--- src/pkg/guard_consts.svh ---
// Constants for the tamper and waveform guard: sizes, reset values, timing.
// Assumes nothing; included by the package and the design files.
`ifndef GUARD_CONSTS_SVH
`define GUARD_CONSTS_SVH
// Number of backup data words kept in the retained bank.
`define BACKUP_WORDS 42
// Width of one backup data word.
`define BACKUP_WIDTH 16
// Address width of the backup bank.
`define BACKUP_AW 6
// Reset value of a cleared backup word.
`define BACKUP_CLEAR 16'h0000
// Half period of the check square wave in ns.
`define WAVE_HALF_NS 5000
// Clock period in ns.
`define CLK_PERIOD_NS 5
// Half period of the check square wave in clock cycles.
`define WAVE_HALF_CYC (`WAVE_HALF_NS / `CLK_PERIOD_NS)
// Cycles after an edge of the sent wave before the return is sampled.
`define WAVE_SETTLE_CYC 16
// Width of the calibration value.
`define CAL_WIDTH 7
`endif

--- src/pkg/guard_pkg.sv ---
// Types shared by the guard design files.
// Assumes the constants header sits beside it.
`include "guard_consts.svh"
package guard_pkg;
	// Backup word type.
	typedef logic [`BACKUP_WIDTH-1:0] backup_word_t;
	// Backup address type.
	typedef logic [`BACKUP_AW-1:0] backup_addr_t;
	// Selection for the calendar output pin.
	typedef enum logic {
		CAL_OUT_ALARM,
		CAL_OUT_SECOND
	} cal_out_sel_t;
endpackage

--- src/pkg/backup_bank_if.sv ---
// Interface between the guard and its retained backup bank.
// Assumes both ends run on the same system clock.
`timescale 1ns/1ps
interface backup_bank_if;
	import guard_pkg::*;
	// Write strobe for one word.
	logic wr_en;
	// Word address for read and write.
	backup_addr_t addr;
	// Write data.
	backup_word_t wr_data;
	// Read data, registered in the bank.
	backup_word_t rd_data;
	// Wipe every word; overrides a write.
	logic wipe;
	// Guard drives requests, bank answers with data.
	modport guard (output wr_en, output addr, output wr_data, output wipe,
		input rd_data);
	modport bank (input wr_en, input addr, input wr_data, input wipe,
		output rd_data);
endinterface

--- src/hw/tamper_guard.sv ---
// Tamper and waveform guard with its retained backup data bank.
// Assumes pins are asynchronous and control ports are on clk_sys_in.
// Operation
// - Two tamper pins and two wave checks.
// - Forty-two 16-bit retained backup words.
// - System reset never touches backup words.
// - Software picks each tamper pin active level.
// - Each pin detects only with own enable.
// - Detected edge ANDed with enable bit.
// - Tamper event sets that source's flag.
// - Flag set with enable raises interrupt.
// - Any tamper event wipes all backup words.
// - Enabled check drives a square wave out; only check one if both.
// - Looped-back wave received and compared.
// - Wave mismatch sets second tamper flag.
// - Events route to interrupt or event.
// - Calibration selects alarm/second, holds value.
`timescale 1ns/1ps
`include "guard_consts.svh"
module tamper_guard #(
	parameter int WAVE_HALF = `WAVE_HALF_CYC,
	parameter int SETTLE = `WAVE_SETTLE_CYC
) (
	// Clock and reset.
	input wire logic clk_sys_in,
	input wire logic rst_n_in,
	// Tamper pin inputs, first and second.
	input wire logic tamper_pin_a_in,
	input wire logic tamper_pin_b_in,
	// First tamper pin output drive for wave check one.
	output logic tamper_pin_a_out,
	output logic tamper_pin_a_oe_out,
	// Low-speed oscillator pins for wave check two.
	output logic osc_pin_a_out,
	output logic osc_pin_a_oe_out,
	input wire logic osc_pin_b_in,
	// Tamper control bits, per pin.
	input wire logic intrusion_detect_en_a_in,
	input wire logic intrusion_detect_en_b_in,
	input wire logic active_low_a_in,
	input wire logic active_low_b_in,
	input wire logic wave_check_en_a_in,
	input wire logic wave_check_en_b_in,
	// Interrupt and event routing bits.
	input wire logic irq_en_in,
	input wire logic event_en_in,
	input wire logic wave_irq_en_in,
	input wire logic wave_event_en_in,
	// One-cycle clear strobes for the flags.
	input wire logic flag_clear_a_in,
	input wire logic flag_clear_b_in,
	// Calibration settings.
	input wire guard_pkg::cal_out_sel_t cal_sel_in,
	input wire logic [`CAL_WIDTH-1:0] cal_value_in,
	input wire logic cal_out_en_in,
	input wire logic rtc_alarm_in,
	input wire logic rtc_second_in,
	// Backup word access.
	input wire logic bkp_wr_in,
	input wire guard_pkg::backup_addr_t bkp_addr_in,
	input wire guard_pkg::backup_word_t bkp_wdata_in,
	output guard_pkg::backup_word_t bkp_rdata_out,
	// Status and requests.
	output logic intrusion_flag_a_out,
	output logic intrusion_flag_b_out,
	output logic irq_out,
	output logic event_out,
	output logic rtc_pin_out,
	output logic [`CAL_WIDTH-1:0] cal_value_out
);
	import guard_pkg::*;

	// Released reset copy.
	logic [1:0] rst_sync_q;
	logic rst_n;
	// Three-stage synchronisers for tamper and return pins.
	logic [2:0] pin_a_q;
	logic [2:0] pin_b_q;
	logic [2:0] osc_b_q;
	// Debounced pin levels accepted when stages two and three agree.
	logic pin_a_lvl_q;
	logic pin_b_lvl_q;
	logic osc_b_lvl_q;
	// Active states of the tamper pins after polarity.
	logic act_a;
	logic act_b;
	logic act_a_prev_q;
	logic act_b_prev_q;
	// Qualified detection pulses.
	logic det_a;
	logic det_b;
	// Wave generator state.
	logic [15:0] wave_cnt_q;
	logic wave_q;
	logic [7:0] settle_q;
	logic wave_fail;
	logic wave_ret;
	logic wave_on;
	// Whether a wave failure set flag b, for routing.
	logic wave_src_q;
	// Sticky flags.
	logic flag_a_q;
	logic flag_b_q;
	// Delayed copies for event pulses.
	logic flag_a_prev_q;
	logic flag_b_prev_q;
	logic event_q;
	logic rtc_pin_q;
	logic [`CAL_WIDTH-1:0] cal_q;

	// Bank connection.
	backup_bank_if bank_if ();

	// Reset released through two flip-flops.
	always_ff @(posedge clk_sys_in or negedge rst_n_in) begin
		if (!rst_n_in) begin
			rst_sync_q <= 2'h0;
		end else begin
			rst_sync_q <= {rst_sync_q[0], 1'b1};
		end
	end
	assign rst_n = rst_sync_q[1];

	// Pin synchronisers; stage one feeds only stage two.
	always_ff @(posedge clk_sys_in or negedge rst_n) begin
		if (!rst_n) begin
			pin_a_q <= 3'h0;
			pin_b_q <= 3'h0;
			osc_b_q <= 3'h0;
		end else begin
			pin_a_q <= {pin_a_q[1:0], tamper_pin_a_in};
			pin_b_q <= {pin_b_q[1:0], tamper_pin_b_in};
			osc_b_q <= {osc_b_q[1:0], osc_pin_b_in};
		end
	end

	// A level is taken once the second and third stages agree.
	always_ff @(posedge clk_sys_in or negedge rst_n) begin
		if (!rst_n) begin
			pin_a_lvl_q <= 1'b0;
			pin_b_lvl_q <= 1'b0;
			osc_b_lvl_q <= 1'b0;
		end else begin
			if (pin_a_q[1] == pin_a_q[2]) begin
				pin_a_lvl_q <= pin_a_q[2];
			end
			if (pin_b_q[1] == pin_b_q[2]) begin
				pin_b_lvl_q <= pin_b_q[2];
			end
			if (osc_b_q[1] == osc_b_q[2]) begin
				osc_b_lvl_q <= osc_b_q[2];
			end
		end
	end

	// Polarity per pin; both pins are ignored while check one sends a wave.
	assign act_a = (pin_a_lvl_q ^ active_low_a_in) && !wave_check_en_a_in;
	assign act_b = (pin_b_lvl_q ^ active_low_b_in) && !wave_check_en_a_in;

	// Previous active states for edge detection.
	// They rest high in reset, so that a pin which reads active while the
	// synchroniser is still filling gives no false tamper edge.
	always_ff @(posedge clk_sys_in or negedge rst_n) begin
		if (!rst_n) begin
			act_a_prev_q <= 1'b1;
			act_b_prev_q <= 1'b1;
		end else begin
			act_a_prev_q <= act_a;
			act_b_prev_q <= act_b;
		end
	end

	// Edge into the active level, qualified by each pin's own enable.
	assign det_a = act_a && !act_a_prev_q && intrusion_detect_en_a_in;
	assign det_b = act_b && !act_b_prev_q && intrusion_detect_en_b_in;

	// Check one has priority over check two when both are enabled.
	assign wave_on = wave_check_en_a_in || wave_check_en_b_in;

	// Square wave generator with a settle count after each edge.
	always_ff @(posedge clk_sys_in or negedge rst_n) begin
		if (!rst_n) begin
			wave_cnt_q <= 16'h0000;
			wave_q <= 1'b0;
			settle_q <= 8'h00;
		end else if (!wave_on) begin
			wave_cnt_q <= 16'h0000;
			wave_q <= 1'b0;
			settle_q <= 8'(SETTLE);
		end else if (wave_cnt_q == 16'(WAVE_HALF - 1)) begin
			wave_cnt_q <= 16'h0000;
			wave_q <= !wave_q;
			settle_q <= 8'(SETTLE);
		end else begin
			wave_cnt_q <= wave_cnt_q + 16'h0001;
			if (settle_q != 8'h00) begin
				settle_q <= settle_q - 8'h01;
			end
		end
	end

	// Return path: second tamper pin for check one, oscillator pin for two.
	assign wave_ret = wave_check_en_a_in ? pin_b_lvl_q : osc_b_lvl_q;
	// Mismatch once the return has had time to settle.
	assign wave_fail = wave_on && (settle_q == 8'h00)
		&& (wave_ret != wave_q);

	// Remember that a wave check, not pin b, set flag b, for routing its request.
	always_ff @(posedge clk_sys_in or negedge rst_n) begin
		if (!rst_n) begin
			wave_src_q <= 1'b0;
		end else if (wave_fail) begin
			wave_src_q <= 1'b1;
		end else if (flag_clear_b_in) begin
			wave_src_q <= 1'b0;
		end
	end

	// Sticky flags: a set in the clear cycle wins.
	always_ff @(posedge clk_sys_in or negedge rst_n) begin
		if (!rst_n) begin
			flag_a_q <= 1'b0;
			flag_b_q <= 1'b0;
		end else begin
			if (det_a) begin
				flag_a_q <= 1'b1;
			end else if (flag_clear_a_in) begin
				flag_a_q <= 1'b0;
			end
			if (det_b || wave_fail) begin
				flag_b_q <= 1'b1;
			end else if (flag_clear_b_in) begin
				flag_b_q <= 1'b0;
			end
		end
	end

	// Previous flag states, for one-cycle event pulses.
	always_ff @(posedge clk_sys_in or negedge rst_n) begin
		if (!rst_n) begin
			flag_a_prev_q <= 1'b0;
			flag_b_prev_q <= 1'b0;
		end else begin
			flag_a_prev_q <= flag_a_q;
			flag_b_prev_q <= flag_b_q;
		end
	end

	// Interrupt held while a flag and its enable are both set.
	assign irq_out = (irq_en_in && (flag_a_q || (flag_b_q && !wave_src_q)))
		|| (wave_irq_en_in && flag_b_q && wave_src_q);

	// Event output pulses one cycle when a routed flag rises.
	always_ff @(posedge clk_sys_in or negedge rst_n) begin
		if (!rst_n) begin
			event_q <= 1'b0;
		end else begin
			event_q <= (event_en_in && ((flag_a_q && !flag_a_prev_q)
				|| (flag_b_q && !flag_b_prev_q && !wave_src_q)))
				|| (wave_event_en_in && flag_b_q && !flag_b_prev_q
				&& wave_src_q);
		end
	end
	assign event_out = event_q;

	// Calendar output pin and held calibration value.
	always_ff @(posedge clk_sys_in or negedge rst_n) begin
		if (!rst_n) begin
			rtc_pin_q <= 1'b0;
			cal_q <= '0;
		end else begin
			rtc_pin_q <= cal_out_en_in && ((cal_sel_in == CAL_OUT_SECOND)
				? rtc_second_in : rtc_alarm_in);
			cal_q <= cal_value_in;
		end
	end
	assign rtc_pin_out = rtc_pin_q;
	assign cal_value_out = cal_q;

	// Wave drive onto the pins.
	assign tamper_pin_a_out = wave_q && wave_check_en_a_in;
	assign tamper_pin_a_oe_out = wave_check_en_a_in;
	assign osc_pin_a_out = wave_q && !wave_check_en_a_in
		&& wave_check_en_b_in;
	assign osc_pin_a_oe_out = wave_check_en_b_in && !wave_check_en_a_in;

	// Bank requests; any tamper event wipes every word.
	assign bank_if.wipe = det_a || det_b || wave_fail;
	assign bank_if.wr_en = bkp_wr_in;
	assign bank_if.addr = bkp_addr_in;
	assign bank_if.wr_data = bkp_wdata_in;
	assign bkp_rdata_out = bank_if.rd_data;

	// Retained bank with no reset input at all.
	backup_bank #(
		.WORDS(`BACKUP_WORDS)
	) u_bank (
		.clk_sys_in(clk_sys_in),
		.bus(bank_if.bank)
	);

	assign intrusion_flag_a_out = flag_a_q;
	assign intrusion_flag_b_out = flag_b_q;
endmodule // tamper_guard

--- src/hw/backup_bank.sv ---
// Retained bank of backup data words with one-cycle registered read.
// Assumes it has no reset of its own so that system reset leaves it intact.
`timescale 1ns/1ps
`include "guard_consts.svh"
module backup_bank #(
	parameter int WORDS = `BACKUP_WORDS
) (
	// Clock.
	input wire logic clk_sys_in,
	// Bank port.
	backup_bank_if.bank bus
);
	import guard_pkg::*;
	// Storage array; only a wipe or a write changes it.
	backup_word_t mem_q [WORDS];
	// Registered read data.
	backup_word_t rd_q;

	// Each word takes the wipe, else a write aimed at it.
	for (genvar i = 0; i < WORDS; i++) begin : g_word
		always_ff @(posedge clk_sys_in) begin
			if (bus.wipe) begin
				mem_q[i] <= `BACKUP_CLEAR;
			end else if (bus.wr_en && (bus.addr == backup_addr_t'(i))) begin
				mem_q[i] <= bus.wr_data;
			end
		end
	end

	// Read data come from a register; out-of-range addresses read zero.
	always_ff @(posedge clk_sys_in) begin
		if (int'(bus.addr) < WORDS) begin
			rd_q <= mem_q[bus.addr];
		end else begin
			rd_q <= `BACKUP_CLEAR;
		end
	end

	assign bus.rd_data = rd_q;
endmodule // backup_bank

--- config.mk ---
export PLATFORM = sky130hd
export DESIGN_NAME = tamper_guard
export DESIGN_NICKNAME = d
export VERILOG_FILES = /design/src/pkg/guard_pkg.sv /design/src/pkg/backup_bank_if.sv /design/src/hw/tamper_guard.sv /design/src/hw/backup_bank.sv
export VERILOG_INCLUDE_DIRS = /design/src /design/src/pkg
export SDC_FILE = /design/constraint.sdc
export NUM_CORES = 1
export LEC_CHECK = 0
export ABC_AREA = 1
export BUFFER_PORTS_ARGS = -buffer_cell sky130_fd_sc_hd__buf_4
export CORE_MARGIN = 3
export CORE_UTILIZATION = 30
export CTS_CLUSTER_SIZE = 12
export DETAILED_ROUTE_END_ITERATION = 10
export PLACE_DENSITY = 0.46
export SETUP_SLACK_MARGIN = 0.5
export SLEW_MARGIN = 5
export SYNTH_ARGS = -nofsm -noshare
export SYNTH_HDL_FRONTEND = slang
export SYNTH_SLANG_ARGS = --single-unit
--- constraint.sdc ---
create_clock -name clk_sys_in -period 2.25 [get_ports clk_sys_in]
set_input_delay 0.3375 -clock clk_sys_in [delete_from_list [all_inputs] [get_ports clk_sys_in]]
set_output_delay 0.3375 -clock clk_sys_in [all_outputs]
set_load 0.01 [all_outputs]
==> summary.md, run 1 <==
| Metric | Value |
|---|---|
| I/O pin cnt | `83` |
| Critical path class | `reg2reg` |
| 1st-pass router iterations | `6` |
| R2r endpoint | `u_bank.mem_q[0][11]$_SDFFCE_PN0P_` |
| Clock Sinks | `743` |
| Initial Utilization | `30.4%` |
| Core Util, Final | `38.0%` |
| Nets@finish | `3934` |
| Setup crit end kind | `register` |
| YS warnings | `0` |
| Place WS | `-53.6 ps` |
| Crit-path leading delay family | `buffers and inverters` |
| Antenna Nets Post-Route | `0` |
| Post-synth top area share | `57.5%` |
| CTS H-Tree Depth | `3` |
| Clock Path Buffers | `3` |
| Share of power burned in registers | `45.9%` |
| CP startpoint | `settle_q[1]$_DFFE_PN0P_` |
| Gate power share | `15.7%` |
| Fin. Hold Viols | `0` |
| Max Used Layer | `met4` |
| Row cnt | `124` |
| GRT Overall Usage | `18.2%` |
| Critical Path RT | `2630 ps` |
| Power density over the cells | `852 nW/um^2` |
| Crit path depth | `10` |
| Sw Pwr | `9940 uW` |
| CTS tree | `done` |
| Cells after Synth | `3659` |
| Clock power share | `38.4%` |
| RSZ-0062 raised after global routing | `yes` |
| Fillers | `11400` |
| Switching Share | `26.6%` |
| Setup TNS | `0 ps` |
| Slew @ Worst Pin | `840 ps` |
| Die Ht | `348 um` |
| CP Max Fanout | `5` |
| GRT overflow | `0` |
| Sequential area share after synthesis | `62.3%` |
| Slew headroom | `44.0%` |
| P&R area growth vs syn | `24.8%` |
| Leakage dissipation | `0.0179 uW` |
| Top FF cell, synth | `edfxtp_1` |
| Fmax | `456 MHz` |
| Reg2reg path depth | `10` |
| Status | `finished, final reports clean` |
| Hold Crit Start | `wave_check_en_b_in` |
| Die footprint | `121000 um^2` |
| Worst-path clk slew | `60 ps` |
| RePlAce Congestion | `0.819` |
| Slowest cell on the critical path | `dfrtp_1` |
| CTS Buf Count | `87` |
| Post-DP HPWL | `67400 um` |
| DR WL met2 | `53300 um` |
| Global-route wire length before repair | `165000 um` |
| Core Footprint | `115000 um^2` |
| Slew Viols, Final | `0` |
| Largest net degree at the start of global routing | `64` |
| Critical path data arrival time | `2570 ps` |
| Mapped Area | `35100 um^2` |
| Fraction of layout cells with a size suffix above 1 | `19.4%` |
| Final clock skew | `32.4 ps` |
| Hold crit path type | `in2reg` |
| Worst Slack Setup Final | `56.8 ps` |
| Number of global-route vias before repair | `25100` |
| Total Wirelength | `114000 um` |
| Crit start category | `register` |
| Routed length per instance | `20.8 um` |
| Min Hold Slack | `100 ps` |
| Number of synthesized flops with an enable pin | `672` |
| Max Cap Viol | `0` |
| Post-route clock period utilization | `97.5%` |
| Max incr delay on CP | `390 ps` |
| Initial antenna violation count | `1` |
| Die W | `348 um` |
| Routed met3 length | `6000 um` |
| Via count | `25600` |
| M1 wire length | `51100 um` |
| Antenna diodes | `0` |
| Syn Nets | `3713` |
| Number of library cell types mapped by synthesis | `49` |
| Buf+Inv Stages, Crit Path | `4` |
| Synth Register Bits | `743` |
| Tot Pwr | `37300 uW` |
| Number of DRC markers in iteration 0 | `2046` |
| CTS root buffer | `clkbuf_16` |
| Critical R2R Launch | `settle_q[1]$_DFFE_PN0P_` |
| CP endpoint | `u_bank.mem_q[0][11]$_SDFFCE_PN0P_` |
| Ranking of synthesized cells by area | `edfxtp_1, nand2_1, nor2_1` |
| Worst vdd ir | `577 uV` |
| Count of endpoints failing setup in the final report | `0` |
| P_int | `27400 uW` |
| Residual DRC | `0` |
| Clk Latency, worst-skew pair | `660 ps` |
| Min cycle time layout | `2190 ps` |
| Synth Area per Inst | `9.59 um^2` |
| Drt via density | `4.68` |
| CP cell instances | `inv_2, ha_4, nand3_4, nor4_4, nand3b_4, and2_4, buf_8, buf_12, o21ai_4, clkbuf_16` |
| Cell taking the most area after synthesis | `edfxtp_1` |
| Ys async rst share | `7.40%` |
| IO Port Bufs | `82` |
| Flop-to-flop setup slack | `60 ps` |
power groups by stage:
stage / Sequential, uW / Combinational [uW] / Clock, uW
CTS: 17100 / 5590 / 14700
floorplan: 17400 / 2880 / 0
detailed placement: 17400 / 4810 / 0
finish: 17100 / 5870 / 14300
global placement: 17400 / 4800 / 0
global route: 17300 / 6350 / 15200
registers in the layout, summed over array words and instances (netlist names), 2 cells and up:
signal and flops:
rst_sync_q 2, u_bank.bus.rd_data 16, pin_a_q 3, pin_b_q 3, cal_value_out 7, wave_cnt_q 16, osc_b_q 3, u_bank.mem_q 672
settle_q 8
timing repair:
item | 4_1_cts | 5_1_grt
gates cloned | 17 | 13
endpoints found under the hold margin | 19 | 0
pin swaps | 15 | 2
gates resized for setup | 27 | 19
hold buffers | 21 | 0
setup buffers | 64 | 22
endpoints found under the setup margin | 1354 | 1363
worst min-delay path by stage:
stage / end / slack (ps) / cells after the start
3_5_place_dp: rst_sync_q[0]$_DFF_PN0_ / 120 / 1
2_1_floorplan: rst_sync_q[0]$_DFF_PN0_ / 40 / 0
3_3_place_gp: rst_sync_q[0]$_DFF_PN0_ / 120 / 1
4_1_cts: wave_cnt_q[15]$_DFF_PN0_ / 50 / 4
5_1_grt: wave_cnt_q[15]$_DFF_PN0_ / 80 / 4
6_report: wave_cnt_q[15]$_DFF_PN0_ / 100 / 4
placed cells by master, fill, tap and decap left out, drive strengths merged:
cell,n
a21oi,10
nor3,8
nand4,64
nand3,125
buf,339
bufinv,9
o31ai,3
ha,3
nand2,1472
conb,1
o21a,17
dfstp,2
a32o,1
maj3,3
edfxtp,672
dfxtp,16
nor4,2
clkbuf,120
clkinvlp,3
a21o,1
dlygate4sd3,21
and2,1
inv,108
a31oi,2
dfrtp,53
o32ai,1
xnor2,1
clkinv,39
xor2,4
o211ai,3
nand3b,3
o21ai,120
nor3b,1
nor2,726
metrics by stage:
stage	instances	area, um^2
2_1_floorplan	3659	35700
3_3_place_gp	5166	38700
3_5_place_dp	5166	38700
4_1_cts	5431	43200
5_1_grt	5466	43800
6_report	5466	43800
worst min-delay path: cells and delay by family:
| kind | cells | cell delay, ps |
|---|---|---|
| buffers and inverters | 2 | 230 |
| AND/OR/NAND/NOR | 2 | 140 |
per-layer routing:
metal	track usage (%)	up-vias
met5	0	-
met4	5.44	0
met3	2.56	152
met2	29.9	699
met1	25.1	12400
li1	-	12400
cells in the mapped netlist (17+ instances only):
cell / number
o21ai_0: 98
nand4_4: 41
edfxtp_1: 672
inv_1: 78
dfrtp_1: 53
nand4_1: 20
nand3_1: 125
nor2_1: 582
buf_6: 48
buf_2: 59
nand2_1: 1468
clkbuf_1: 127
o21a_1: 17
nor2_2: 139
area by class of cell:
| type | instances | area (um^2) | area share (%) |
|---|---|---|---|
| Sequential cell | 743 | 21900 | 49.9 |
| Clock buffer | 111 | 2380 | 5.44 |
| Multi-Input combinational cell | 2572 | 12100 | 27.6 |
| Timing Repair Buffer | 369 | 4650 | 10.6 |
| Clock inverter | 52 | 493 | 1.13 |
| Inverter | 107 | 419 | 0.957 |
| Tap cell | 1512 | 1890 | 4.32 |
cells by family after synthesis:
logic type,after synthesis,synth area share (%)
and+or+nand+nor,2400,29.7
DFF,743,62.3
buffers and inverters,360,5.38
AOI/OAI and AO/OA,144,2.27
adders and majority gates,6,0.193
xor gates and xnor gates,5,0.125
other,1,0.0107
(Power assumes the default switching activity.)
==> run 2, diff against run 1 <==
--- a/config.mk
+++ b/config.mk
@@ -12,7 +12,9 @@
 export CORE_UTILIZATION = 30
 export CTS_CLUSTER_SIZE = 12
 export DETAILED_ROUTE_END_ITERATION = 10
+export GPL_TIMING_DRIVEN = 0
 export PLACE_DENSITY = 0.46
+export RECOVER_POWER = 100
 export SETUP_SLACK_MARGIN = 0.5
 export SLEW_MARGIN = 5
 export SYNTH_ARGS = -nofsm -noshare
==> summary.md, run 2 (synthesis results as in run 1) <==
| Metric | Value |
|---|---|
| Status | `complete, but fails checks` |
| Failing checks | `setup timing` |
| Worst Slack Setup Final | `-135 ps` |
| Routed length per instance | `26.4 um` |
| Power density over the cells | `852 nW/um^2` |
| Area of the multi-input gates | `12000 um^2` |
| Crit start category | `input pin` |
| Drt via density | `5.03` |
| GRT Overall Usage | `23.9%` |
| Non-Filler Instances | `5617` |
| Max incr delay on CP | `450 ps` |
| Slowest cell on the critical path | `o21ai_1` |
| Slew Viols, Final | `0` |
| Slew headroom | `7.74%` |
| Worst vdd ir | `529 uV` |
| Number of DRC markers in iteration 0 | `3329` |
| Worst-path clk slew | `60 ps` |
| Setup crit end kind | `register` |
| Hold crit path type | `in2reg` |
| Fin. Hold Viols | `0` |
| Placed insts | `5253` |
| RSZ-0062 raised after global routing | `yes` |
| Min cycle time layout | `2380 ps` |
| Antenna Nets Post-Route | `0` |
| Number of global-route vias before repair | `26200` |
| CTS root buffer | `clkbuf_16` |
| 1st-pass router iterations | `5` |
| Core Footprint | `115000 um^2` |
| Die footprint | `121000 um^2` |
| Commonest non-fill, non-tap cells in the layout | `nand2_1, edfxtp_1, nor2_1` |
| Max Cap Viol | `0` |
| Global-route wire length before repair | `203000 um` |
| Max reg flops | `672` |
| Place WS | `-1080 ps` |
| Row cnt | `124` |
| Critical path class | `in2reg` |
| Final clock skew | `30.1 ps` |
| FF/Latch Area | `21900 um^2` |
| Leakage dissipation | `0.0179 uW` |
| Crit-path leading delay family | `buffers and inverters` |
| CTS tree | `done` |
| Fillers | `11600` |
| Slew @ Worst Pin | `1380 ps` |
| Nets@finish | `4084` |
| Most frequent cell on the critical path | `nand2_1` |
| CP cell instances | `buf_4, inv_1, clkbuf_2, clkbuf_2, nand2_1, nand2_1, nand2_1, nand2_1, nand2_1, nand2_1, o21ai_1, nand3_1, nand2_1, inv_1` |
| CP Max Fanout | `10` |
| Clock Sinks | `743` |
| Buf+Inv Stages, Crit Path | `5` |
| Die W | `348 um` |
| Critical Path RT | `2800 ps` |
| CTS Buf Count | `87` |
| Residual DRC | `0` |
| Fraction of layout cells with a size suffix above 1 | `19.5%` |
| Largest net degree at the start of global routing | `32` |
| P&R area growth vs syn | `25.4%` |
| Clk Latency, worst-skew pair | `680 ps` |
| Initial antenna violation count | `0` |
| Die Ht | `348 um` |
| RePlAce Congestion | `0.951` |
| CTS H-Tree Depth | `3` |
| I/O pin cnt | `83` |
| Count of endpoints failing setup in the final report | `675` |
| Critical path data arrival time | `2940 ps` |
| Post-route clock period utilization | `106%` |
| Fmax | `419 MHz` |
| GRT overflow | `0` |
| Via count | `28300` |
| Initial Utilization | `30.4%` |
| Most common cell after layout, fill and taps aside | `nand2_1` |
| Top reg by flops | `u_bank.mem_q` |
| IO Port Bufs | `81` |
| Total Wirelength | `149000 um` |
| Post-DP HPWL | `101000 um` |
| Clock Path Buffers | `3` |
run 2: through the flow:
| stage | total power, uW | instance area [um^2] | hold WS [ps] | utilization (%) | TNS, ps |
|---|---|---|---|---|---|
| floorplan | 20200 | 35700 | 41.9 | - | 0 |
| global placement | 22500 | 38200 | 122 | 33.1 | -511460 |
| detailed placement | 22500 | 38200 | 122 | 33.1 | -515180 |
| CTS | 37400 | 42800 | 36.7 | 37.1 | -12660 |
| global route | 38600 | 44000 | 72.0 | 38.2 | -94690 |
| finish | 37500 | 44000 | 59.3 | 38.2 | -13600 |
run 2: worst reg2reg max path, cell delays in order (launching register included):
cell and delay [ps]:
dfrtp_1 390, inv_2 80, ha_4 150, nand3_4 80, nor4_4 280, nand3b_4 230, buf_12 230, buf_12 160
nand4_4 180, buf_8 170, nor2_1 60
run 2: path summary, 6_finish.rpt:
check / slack (ps) / startpoint / cells after the start / endpoint
max: -130 / bkp_addr_in[0] / 14 / u_bank.bus.rd_data[8]$_SDFF_PP0_
min: 60 / intrusion_detect_en_b_in / 3 / intrusion_flag_b_out$_DFFE_PN0P_
max reg2reg: -60 / settle_q[1]$_DFFE_PN0P_ / 10 / u_bank.mem_q[17][12]$_SDFFCE_PN0P_
min reg2reg: 350 / pin_b_q[0]$_DFF_PN0_ / 0 / pin_b_q[1]$_DFF_PN0_
max in group asynchronous: 600 / rst_sync_q[1]$_DFF_PN0_ / 1 / wave_cnt_q[0]$_DFF_PN0_
min in group asynchronous: 360 / rst_sync_q[1]$_DFF_PN0_ / 0 / wave_src_q$_DFFE_PN0P_
run 2: cell type report:
| class | instances | area share [%] |
|---|---|---|
| Sequential cell | 743 | 49.7 |
| Tap cell | 1512 | 4.30 |
| Clock inverter | 42 | 0.791 |
| Antenna cell | 3 | 0.0171 |
| Timing Repair Buffer | 275 | 6.57 |
| Clock buffer | 119 | 5.62 |
| Multi-Input combinational cell | 2563 | 27.3 |
| Buffer | 253 | 4.70 |
| Inverter | 107 | 0.930 |
run 2: power by group:
| part | leakage [uW] | total (uW) | internal [uW] | switching [uW] |
|---|---|---|---|---|
| Clock | 0.00137 | 14300 | 8260 | 6000 |
| Combinational | 0.00938 | 6040 | 1840 | 4210 |
| Sequential | 0.00719 | 17200 | 16700 | 457 |
run 2: layer usage:
metal / vias to the layer above / part of all wire (%) / global-route usage (%)
li1: 12600 / - / -
met1: 13900 / 43 / 33.5
met2: 1388 / 44 / 36.7
met3: 286 / 8.3 / 3.62
met4: 0 / 5.0 / 10.4
met5: - / 0 / 0
run 2: what timing repair did:
action                                   CTS  global route
resized for setup                         85           274
hold buffers                              22             0
cloned                                    10            18
pin swaps                                  3             5
setup buffers                             91            59
endpoints found under the setup margin  1374          1375
hold endpoints to repair                  21             0
